File: src/rtl/ivr_pkg.sv
// Constants and types for the interrupt vector relocation block
package ivr_pkg;
    localparam int ADDR_W = 12;
    // Register byte offsets on the bus
    localparam logic [7:0] CTRL_OFS = 8'h00;
    localparam logic [7:0] STAT_OFS = 8'h04;
    localparam logic [7:0] VBASE_OFS = 8'h08;
    // General interrupt control field positions
    localparam int EXT_IRQ1_BIT = 7;
    localparam int EXT_IRQ0_BIT = 6;
    localparam int EXT_IRQ2_BIT = 5;
    localparam int SELECT_BIT = 1;
    localparam int UNLOCK_BIT = 0;
    localparam logic [7:0] CTRL_RST = 8'h00;
    localparam logic [2:0] EXT_EN_RST = 3'h0;
    // Unlock window length in core cycles
    localparam logic [2:0] UNLOCK_WINDOW_CYC = 3'h4;
    // Boot section start per boot size fuse code (word addresses)
    localparam logic [ADDR_W-1:0] BOOT_START_SZ0 = 12'hC00;
    localparam logic [ADDR_W-1:0] BOOT_START_SZ1 = 12'hE00;
    localparam logic [ADDR_W-1:0] BOOT_START_SZ2 = 12'hF00;
    localparam logic [ADDR_W-1:0] BOOT_START_SZ3 = 12'hF80;
    localparam logic [ADDR_W-1:0] APP_BASE = 12'h000;
    localparam logic [ADDR_W-1:0] VEC_FIRST_OFS = 12'h001;
    // Fuse vector: {app lock_n, boot lock_n, boot reset_n, size[1:0]}, all unprogrammed
    localparam int FUSE_W = 5;
    localparam logic [FUSE_W-1:0] FUSE_RST = 5'h1F;
    typedef enum logic [1:0] {ST_IDLE, ST_OPEN, ST_HOLD} seq_state_t;
endpackage

File: src/rtl/fuse_sync.sv
// Two-stage synchroniser for the static fuse and lock inputs
module fuse_sync
    import ivr_pkg::*;
(
    // Clock and reset
    input wire logic core_clk,
    input wire logic rstn,
    // Fuse levels
    input wire logic [FUSE_W-1:0] fuse_raw,
    output logic [FUSE_W-1:0] fuse_sync
);
    logic [FUSE_W-1:0] meta_r;
    logic [FUSE_W-1:0] sync_r;

    genvar i;
    generate
        for (i = 0; i < FUSE_W; i++) begin : g_bit
            // Reset to the unprogrammed level so nothing is locked until real values arrive
            always_ff @(posedge core_clk) begin
                if (!rstn) begin
                    meta_r[i] <= FUSE_RST[i];
                    sync_r[i] <= FUSE_RST[i];
                end else begin
                    meta_r[i] <= fuse_raw[i];
                    sync_r[i] <= meta_r[i];
                end
            end
        end
    endgenerate

    assign fuse_sync = sync_r;
endmodule

File: src/rtl/vector_reloc.sv
// Interrupt vector placement control with timed unlock and boot lock gating
// Summary of operation
// - A clear select bit puts vectors at flash start and a set one at the boot loader section start.
// - The boot section start used as relocated base comes from the boot size fuses.
// - Interrupts are blocked from the unlock cycle until after the instruction following the select write.
// - Without a select write, interrupts stay blocked for four cycles and are then released.
// - The automatic blocking never touches the processor's global interrupt enable bit.
// - Hardware clears the unlock bit four cycles after it is set or at the select write, whichever first.
// - With vectors in boot space and the application lock programmed, interrupts are off in application code.
// - With vectors in application space and the boot lock programmed, interrupts are off in boot code.
// - The control register has enables at bits 7..5, zero bits 4..2, select and unlock at 1..0, reset zero.
// - With a 2K-byte boot section and boot reset programmed, reset is at C00 and relocated vectors at C01.
// - Reset address is zero or the boot reset address by fuse, vectors start one above the base.
// - A relocated vector address is its normal table address plus the boot section start.
module vector_reloc
    import ivr_pkg::*;
(
    // Clock and reset
    input wire logic core_clk,
    input wire logic rstn,
    // Wishbone slave
    input wire logic wb_cyc_i,
    input wire logic wb_stb_i,
    input wire logic wb_we_i,
    input wire logic [7:0] wb_adr_i,
    input wire logic [3:0] wb_sel_i,
    input wire logic [31:0] wb_dat_i,
    output logic [31:0] wb_dat_o,
    output logic wb_ack_o,
    output logic wb_err_o,
    // Fuse and lock pins, low when programmed
    input wire logic [1:0] boot_size_fuses,
    input wire logic boot_reset_fuse_n,
    input wire logic app_section_boot_lock_n,
    input wire logic boot_section_boot_lock_n,
    // Core side
    input wire logic [ADDR_W-1:0] exec_pc,
    input wire logic insn_done,
    input wire logic [4:0] vec_num,
    output logic irq_block,
    output logic [ADDR_W-1:0] reset_addr,
    output logic [ADDR_W-1:0] vector_base,
    output logic [ADDR_W-1:0] vec_addr,
    output logic ext_irq0_enable,
    output logic ext_irq1_enable,
    output logic ext_irq2_enable
);

    // Fuses
    logic [FUSE_W-1:0] fuse_s;
    fuse_sync u_fuse_sync (
        .core_clk(core_clk),
        .rstn(rstn),
        .fuse_raw({app_section_boot_lock_n, boot_section_boot_lock_n, boot_reset_fuse_n, boot_size_fuses}),
        .fuse_sync(fuse_s)
    );
    wire [1:0] size_s = fuse_s[1:0];
    wire boot_reset_n_s = fuse_s[2];
    wire boot_lock_n_s = fuse_s[3];
    wire app_lock_n_s = fuse_s[4];

    wire [ADDR_W-1:0] boot_start = (size_s == 2'h0) ? BOOT_START_SZ0 :
                                   (size_s == 2'h1) ? BOOT_START_SZ1 :
                                   (size_s == 2'h2) ? BOOT_START_SZ2 : BOOT_START_SZ3;

    // Bus decode
    logic ack_r;
    logic err_r;
    logic [31:0] rdat_r;
    wire req = wb_cyc_i && wb_stb_i && !ack_r && !err_r;
    wire hit_ctrl = wb_adr_i == CTRL_OFS;
    wire hit_stat = wb_adr_i == STAT_OFS;
    wire hit_vbase = wb_adr_i == VBASE_OFS;
    wire mapped = hit_ctrl || hit_stat || hit_vbase;
    wire ctrl_wr = req && wb_we_i && hit_ctrl && wb_sel_i[0];
    wire [7:0] wdat = wb_dat_i[7:0];
    wire set_unlock = ctrl_wr && wdat[UNLOCK_BIT];

    // Control state
    logic vsel_r;
    logic unlock_r;
    logic [2:0] cnt_r;
    logic [2:0] ext_en_r;
    seq_state_t state_r;
    seq_state_t state_nxt;

    // Select is taken only by a write with unlock zero inside the open window
    wire sel_write = ctrl_wr && !wdat[UNLOCK_BIT] && unlock_r;
    wire window_end = unlock_r && (cnt_r == 3'h1);

    always_comb begin
        state_nxt = state_r;
        case (state_r)
            ST_IDLE: begin
                if (set_unlock) state_nxt = ST_OPEN;
            end
            ST_OPEN: begin
                if (set_unlock) state_nxt = ST_OPEN;
                else if (sel_write) state_nxt = ST_HOLD;
                else if (window_end) state_nxt = ST_IDLE;
            end
            ST_HOLD: begin
                if (set_unlock) state_nxt = ST_OPEN;
                else if (insn_done) state_nxt = ST_IDLE;
            end
            default: state_nxt = ST_IDLE;
        endcase
    end

    always_ff @(posedge core_clk) begin
        if (!rstn) begin
            state_r <= ST_IDLE;
        end else begin
            state_r <= state_nxt;
        end
    end

    // Unlock bit and its countdown; a new set beats the timeout clear
    always_ff @(posedge core_clk) begin
        if (!rstn) begin
            unlock_r <= 1'b0;
            cnt_r <= 3'h0;
        end else if (set_unlock) begin
            unlock_r <= 1'b1;
            cnt_r <= UNLOCK_WINDOW_CYC;
        end else if (sel_write || window_end) begin
            unlock_r <= 1'b0;
            cnt_r <= 3'h0;
        end else if (unlock_r) begin
            cnt_r <= cnt_r - 3'h1;
        end
    end

    always_ff @(posedge core_clk) begin
        if (!rstn) begin
            vsel_r <= 1'b0;
            ext_en_r <= EXT_EN_RST;
        end else begin
            if (ctrl_wr) ext_en_r <= {wdat[EXT_IRQ1_BIT], wdat[EXT_IRQ0_BIT], wdat[EXT_IRQ2_BIT]};
            if (sel_write) vsel_r <= wdat[SELECT_BIT];
        end
    end

    // Section gating; the processor's own enable flag is never driven from here
    wire pc_in_boot = exec_pc >= boot_start;
    wire lock_block = (vsel_r && !app_lock_n_s && !pc_in_boot) ||
                      (!vsel_r && !boot_lock_n_s && pc_in_boot);
    wire block_nxt = (state_nxt != ST_IDLE) || lock_block;

    wire [ADDR_W-1:0] base_nxt = vsel_r ? boot_start : APP_BASE;
    wire [ADDR_W-1:0] reset_nxt = boot_reset_n_s ? APP_BASE : boot_start;
    wire [ADDR_W-1:0] vaddr_nxt = base_nxt + {7'h00, vec_num};

    logic block_r;
    logic [ADDR_W-1:0] base_r;
    logic [ADDR_W-1:0] reset_r;
    logic [ADDR_W-1:0] vaddr_r;
    always_ff @(posedge core_clk) begin
        if (!rstn) begin
            block_r <= 1'b0;
            base_r <= APP_BASE;
            reset_r <= APP_BASE;
            vaddr_r <= APP_BASE;
        end else begin
            block_r <= block_nxt;
            base_r <= base_nxt;
            reset_r <= reset_nxt;
            vaddr_r <= vaddr_nxt;
        end
    end

    // Read data
    wire [7:0] ctrl_val = {ext_en_r[2], ext_en_r[1], ext_en_r[0], 3'h0, vsel_r, unlock_r};
    wire [7:0] stat_val = {2'h0, size_s, !boot_reset_n_s, lock_block, state_r != ST_IDLE, block_r};
    wire [31:0] rd_mux = hit_ctrl ? {24'h000000, ctrl_val} :
                         hit_stat ? {24'h000000, stat_val} :
                         hit_vbase ? {20'h00000, base_r} : 32'h00000000;

    // Single-wait answer: ack or err the cycle after the strobe, then dropped
    always_ff @(posedge core_clk) begin
        if (!rstn) begin
            ack_r <= 1'b0;
            err_r <= 1'b0;
            rdat_r <= 32'h00000000;
        end else begin
            ack_r <= req && mapped;
            err_r <= req && !mapped;
            rdat_r <= (req && !wb_we_i) ? rd_mux : 32'h00000000;
        end
    end

    assign wb_ack_o = ack_r;
    assign wb_err_o = err_r;
    assign wb_dat_o = rdat_r;
    assign irq_block = block_r;
    assign vector_base = base_r;
    assign reset_addr = reset_r;
    assign vec_addr = vaddr_r;
    assign ext_irq1_enable = ext_en_r[2];
    assign ext_irq0_enable = ext_en_r[1];
    assign ext_irq2_enable = ext_en_r[0];
endmodule

File: config.mk
export PLATFORM = sky130hd
export DESIGN_NAME = vector_reloc
export DESIGN_NICKNAME = d
export VERILOG_FILES = /design/src/rtl/ivr_pkg.sv /design/src/rtl/fuse_sync.sv /design/src/rtl/vector_reloc.sv
export SDC_FILE = /design/constraint.sdc
export NUM_CORES = 1
export LEC_CHECK = 0
export ABC_CLOCK_PERIOD_IN_PS = 1600
export BUFFER_PORTS_ARGS = -buffer_cell sky130_fd_sc_hd__buf_2
export CAP_MARGIN = 0
export CORE_MARGIN = 10
export CORE_UTILIZATION = 36
export DETAILED_ROUTE_END_ITERATION = 12
export GPL_TIMING_DRIVEN = 0
export PLACE_DENSITY = 0.72
export SLEW_MARGIN = 20
export SYNTH_ARGS = -nofsm -noshare
export SYNTH_HDL_FRONTEND = slang
export SYNTH_HIERARCHICAL = 1
export SYNTH_SLANG_ARGS = --single-unit
File: constraint.sdc
create_clock -name core_clk -period 1.6 [get_ports core_clk]
set_input_delay 0.32 -clock core_clk [delete_from_list [all_inputs] [get_ports core_clk]]
set_output_delay 0.32 -clock core_clk [all_outputs]
set_load 0.02 [all_outputs]
Yosys cells after proc, flatten, opt, wreduce, memory -nomap -nowiden
Cells that the tools add are included.
{"block": "word_totals", "reg_bits": 91, "in_bits": 72, "output_inout_bits": 74}
{"block": "op_classes", "n_addsub": 2, "n_lt_le_gt_ge": 1, "eq_ne": 7, "n_mux": 19, "n_bitwise": 3, "n_reduce_logical": 45}
{"cell": "$mux 8", "n": 4}
{"cell": "$logic_and 1x1->1", "n": 17}
{"cell": "$add 12x5->12", "n": 1}
{"cell": "$ge 12x12->1", "n": 1}
{"cell": "$mux 12", "n": 1}
{"cell": "$mux 2", "n": 6}
{"cell": "$logic_not 1->1", "n": 10}
{"cell": "$mux 10", "n": 1}
{"cell": "$mux 3", "n": 3}
{"cell": "$mux 9", "n": 1}
{"cell": "$eq 8x3->1 const B", "n": 1}
{"cell": "$eq 8x4->1 const B", "n": 1}
{"cell": "$logic_not 8->1", "n": 1}
{"cell": "$pmux 2 s3", "n": 1}
{"cell": "$reduce_bool 2->1", "n": 3}
{"cell": "$reduce_or 3->1", "n": 2}
{"cell": "$logic_or 1x1->1", "n": 5}
{"cell": "$reduce_or 5->1", "n": 1}
{"cell": "$eq 2x1->1 const B", "n": 2}
{"cell": "$eq 2x2->1 const B", "n": 2}
{"cell": "$logic_not 2->1", "n": 2}
{"cell": "$reduce_or 4->1", "n": 1}
{"cell": "$eq 3x1->1 const B", "n": 1}
{"cell": "$not 1->1", "n": 3}
{"cell": "5 further kinds", "n": 6}

Longest topological paths before layout
{"block": "logic_depth", "ltp_word": 13, "depth_mapped": 8, "depth_no_buf": 8}

Cells and area by module
Netlist, hierarchy kept.
{"mod": "vector_reloc", "n_inst": 1, "cells_each": 190, "area_each_um2": 1752.9, "seq_area_each_um2": 740.7}
{"mod": "fuse_sync", "n_inst": 1, "cells_each": 20, "area_each_um2": 262.8, "seq_area_each_um2": 200.2}

Least setup slack after synthesis
Ideal clock, no wire load.
{"block": "synth_path", "kind": "register -> register", "startpoint": "register u_fuse_sync.sync_r[1] (netlist: u_fuse_sync/fuse_sync[1])", "endpoint": "register block_r (netlist: irq_block)", "arrival_time_ps": 1476, "t_required_ps": 1467, "path_slack_ps": -9, "path_stages_with_launch": 9, "cell_sequence": "dfxtp_1 > nand2_1 > inv_1 > ha_1 > nor4b_1 > nand2_1 > a31oi_1 > mux2i_1 > a31oi_1"}
{"block": "synth_between", "elab_chain_len": 9}
{"element": "from (decl)", "line": "fuse_sync.sv:13", "text": "logic [FUSE_W-1:0] sync_r;"}
{"element": "from (signal, indexed assignment)", "line": "fuse_sync.sv:22", "text": "sync_r[i] <= FUSE_RST[i];"}
{"element": "from (signal, indexed assignment)", "line": "fuse_sync.sv:25", "text": "sync_r[i] <= meta_r[i];"}
{"element": "$eq 2x2->1", "line": "vector_reloc.sv:64", "text": "(size_s == 2'h2) ? BOOT_START_SZ2 : BOOT_START_SZ3;"}
{"element": "$mux 8", "line": "vector_reloc.sv:64"}
{"element": "$mux 9", "line": "vector_reloc.sv:63", "text": "(size_s == 2'h1) ? BOOT_START_SZ1 :"}
{"element": "$mux 10 (*)", "line": "vector_reloc.sv:62", "text": "wire [ADDR_W-1:0] boot_start = (size_s == 2'h0) ? BOOT_START_SZ0 :"}
{"element": "net boot_start[7]", "line": "vector_reloc.sv:62"}
{"element": "$ge 12x12->1 (*)", "line": "vector_reloc.sv:145", "text": "wire pc_in_boot = exec_pc >= boot_start;"}
{"element": "$logic_not 1->1", "line": "vector_reloc.sv:146", "text": "wire lock_block = (vsel_r && !app_lock_n_s && !pc_in_boot) ||"}
{"element": "$logic_and 1x1->1", "line": "vector_reloc.sv:146"}
{"element": "$logic_or 1x1->1 (*)", "line": "vector_reloc.sv:146"}
{"element": "$logic_or 1x1->1 (*)", "line": "vector_reloc.sv:148", "text": "wire block_nxt = (state_nxt != ST_IDLE) || lock_block;"}
{"element": "to (signal assigned)", "line": "vector_reloc.sv:165", "text": "block_r <= block_nxt;"}
{"element": "to (decl)", "line": "vector_reloc.sv:154", "text": "logic block_r;"}
The timed path passes the listed nets; every way through them passes the cells marked *.
A chain may end at the register's enable or synchronous reset.

Worst setup path after layout
Ends and elaborated chain as after synthesis.

==> results.ini <==
[job]
drv_cap=0

[routing]
drt_iter0_drc=30
wl_um=5215
ant_nets=0
post_drt_wl_per_cell_um=12.78
drc=0
first_pass_iters=4
vias=1633
via_per_inst=4.002

[final_layout]
syn2layout_area_growth_pct=45.19
final_core_util_pct=53.48
diodes=0
drive_gt1_share_pct=47.32
nNetsFinal=412

[clock_tree]
cts_hold_buf=0
clkLatencyLatePin_ns=0.29
clk_path_buf_depth=2
clkTransAtPathRegs_ns=0.08
htreeDepth=2
cts_made_buffers=5
cts_sinks=47
cts_tree=done
clock-root-buffer=clkbuf_8

[synthesis]
yosys.area.top_type=dfxtp_1
syn_area_um2=2016
syn_area_per_cell_um2=9.598
ys_types=36
synth_cells=210
ys_seq_area_share_pct=46.68
yosysMostFrequentCell=dfxtp_1
yosys-top-cells-area=dfxtp_1 (47%), buf_4 (16%), nor2_1 (4.8%)
synth_seq_cells=47
synth_warnings=6
ys.flop_type=dfxtp_1
synth_common_cells=dfxtp_1 (47), buf_4 (44), nor2_1 (26)
synth_top_area_share_pct=46.68
synth_edf_count=0
async_flop_share_pct=0

[min_path]
hp-class=in -> reg

[sta]
finalSetupViolCount=2
fmax_mhz=600.4
rsz0062_at_grt=true
slew_viol_final=0
finalCritPeriodShare_pct=104.1
timing.final.ws_setup_ns=-0.06569
finalClockSkew_ns=0.002707
layout_min_cycle_time_ns=1.666
finalHoldViolCount=0
holdWs_ns=0.2077
finalSetupTns_ns=-0.08193

[pwr]
swShare_pct=21.81
p_int_uw=1957
p_per_area_nw_per_um2=855.2
power_switching_uw=545.8
p_leak_uw=0.001526
vdd_ir_drop_max_mv=0.4612
pwr-share-seq_pct=47.9
power_frac_comb_pct=12.6
power.share.clock_pct=39.5

[outcome]
run_status=finished with violations
failed_checks=setup timing

[critical_path]
critPathMaxFanout=4
setup.worst_path.class=reg -> reg
start_kind=flip-flop
cp.arrival_ns=1.83
cp-end-kind=flip-flop
worstPathRequired_ns=1.77

[placed_design]
io_buffers=78
gp_congestion=0.7970
hpwlAfterDp_um=4043

[floorplan]
initial_utilization_pct=36.83
pin_count=146
fp.coreArea_um2=5473
dieWidth_um=94.83
fp.dieArea_um2=8992
dieHeight_um=94.83
std_cell_rows=27

[grt]
grt_max_degree=20
antenna_found_initial=0
grtUsageTotal_pct=10.62
grt_pass1_vias=1668
grt.overflow.total=0
grt_pass1_wl_um=7741

stage by stage:
step	power, uW	std cells	instance area, um2	setup WS [ns]
global route	2612	408	2927	-0.1908
detailed placement	1505	395	2628	-0.2661
CTS	2506	406	2840	-0.1072
finish	2503	408	2927	-0.06569
floorplan	1426	245	2147	0.02645
global placement	1501	395	2628	-0.2562
state kept, by name, summed over array words and instances, names as in the netlist:
| register | cells |
|---|---|
| unlock_r | 1 |
| cnt_r | 3 |
| wb_dat_o | 11 |
| ext_en_r | 3 |
| reset_addr | 4 |
| wb_err_o | 1 |
| state_r | 2 |
| u_fuse_sync/fuse_sync | 5 |
| u_fuse_sync/meta_r | 5 |
| irq_block | 1 |
| vsel_r | 1 |
| vec_addr | 5 |
| vector_base | 4 |
| wb_ack_o | 1 |
worst paths after layout:
path                           end  slack, ns  depth (start not counted)                     start
max                      irq_block      -0.07                          8  u_fuse_sync/fuse_sync[1]
min          u_fuse_sync/meta_r[0]       0.21                          2        boot_size_fuses[0]
max reg2reg              irq_block      -0.07                          8  u_fuse_sync/fuse_sync[1]
min reg2reg            wb_dat_o[3]       0.40                          1  u_fuse_sync/fuse_sync[2]
cell type report:
class	count	area, um2
buffer	48	364.1
sequential	47	947.2
timing repair buffer	83	427.9
clock inverter	2	60.06
fill	513	2546
inverter	8	32.53
clock buffer	6	72.57
tap	72	90.09
multi-input combinational	142	932.1
per-layer routing:
metal	wire length, um	part of all wire, %	track usage, %	vias up
met3	556	11	5.155	2
met5	0	0	0	-
li1	-	-	-	855
met2	2812	54	19.79	62
met4	34	0.65	3.367	0
met1	1812	35	9.977	714
timing repair:
| action | 4_1_cts | 5_1_grt |
|---|---|---|
| setup endpoints to repair | 11 | 13 |
| resized for setup | 11 | 16 |
| pin swaps | 4 | 5 |
| setup buffers | 3 | 2 |
cell families after synthesis:
group                      Yosys count  share of synthesized area [%]
muxes                                7                          3.476
and+or+nand+nor                     76                          20.92
adders and majority gates            5                          3.104
AOI/OAI and AO/OA                   18                          6.269
DFF                                 47                          46.68
buffers and inverters               56                          19.37
other                                1                         0.1860
worst max-delay path: stages (launching register included):
cell     delay, ns
dfxtp_4       0.37
nand2_4       0.07
inv_4         0.04
ha_4          0.24
nor4b_4       0.17
nand2_1       0.12
a31oi_4       0.18
mux2i_2       0.26
a31oi_1       0.10
layout by cell type (no fill, tap or decap), drive strengths merged, types with 3 or more instances in the layout:
cell    netlist  final
buf          46    129
dfxtp        47     47
conb          1     36
nor2         27     27
nand2b       12     12
and2         10     10
nand2         9      9
inv           8      8
clkbuf        2      8
mux2i         7      7
a21oi         5      5
ha            5      5
nor2b         4      4
nor4          4      4
o211ai        3      3
nor4bb        3      3
power by group through the flow:
stage	registers [uW]	logic, uW	clock network, uW
finish	1200	316	989
CTS	1200	297	1010
detailed placement	1220	280	0
floorplan	1240	189	0
global placement	1220	277	0
global route	1200	345	1070
Power figures use the tool's default switching activity.
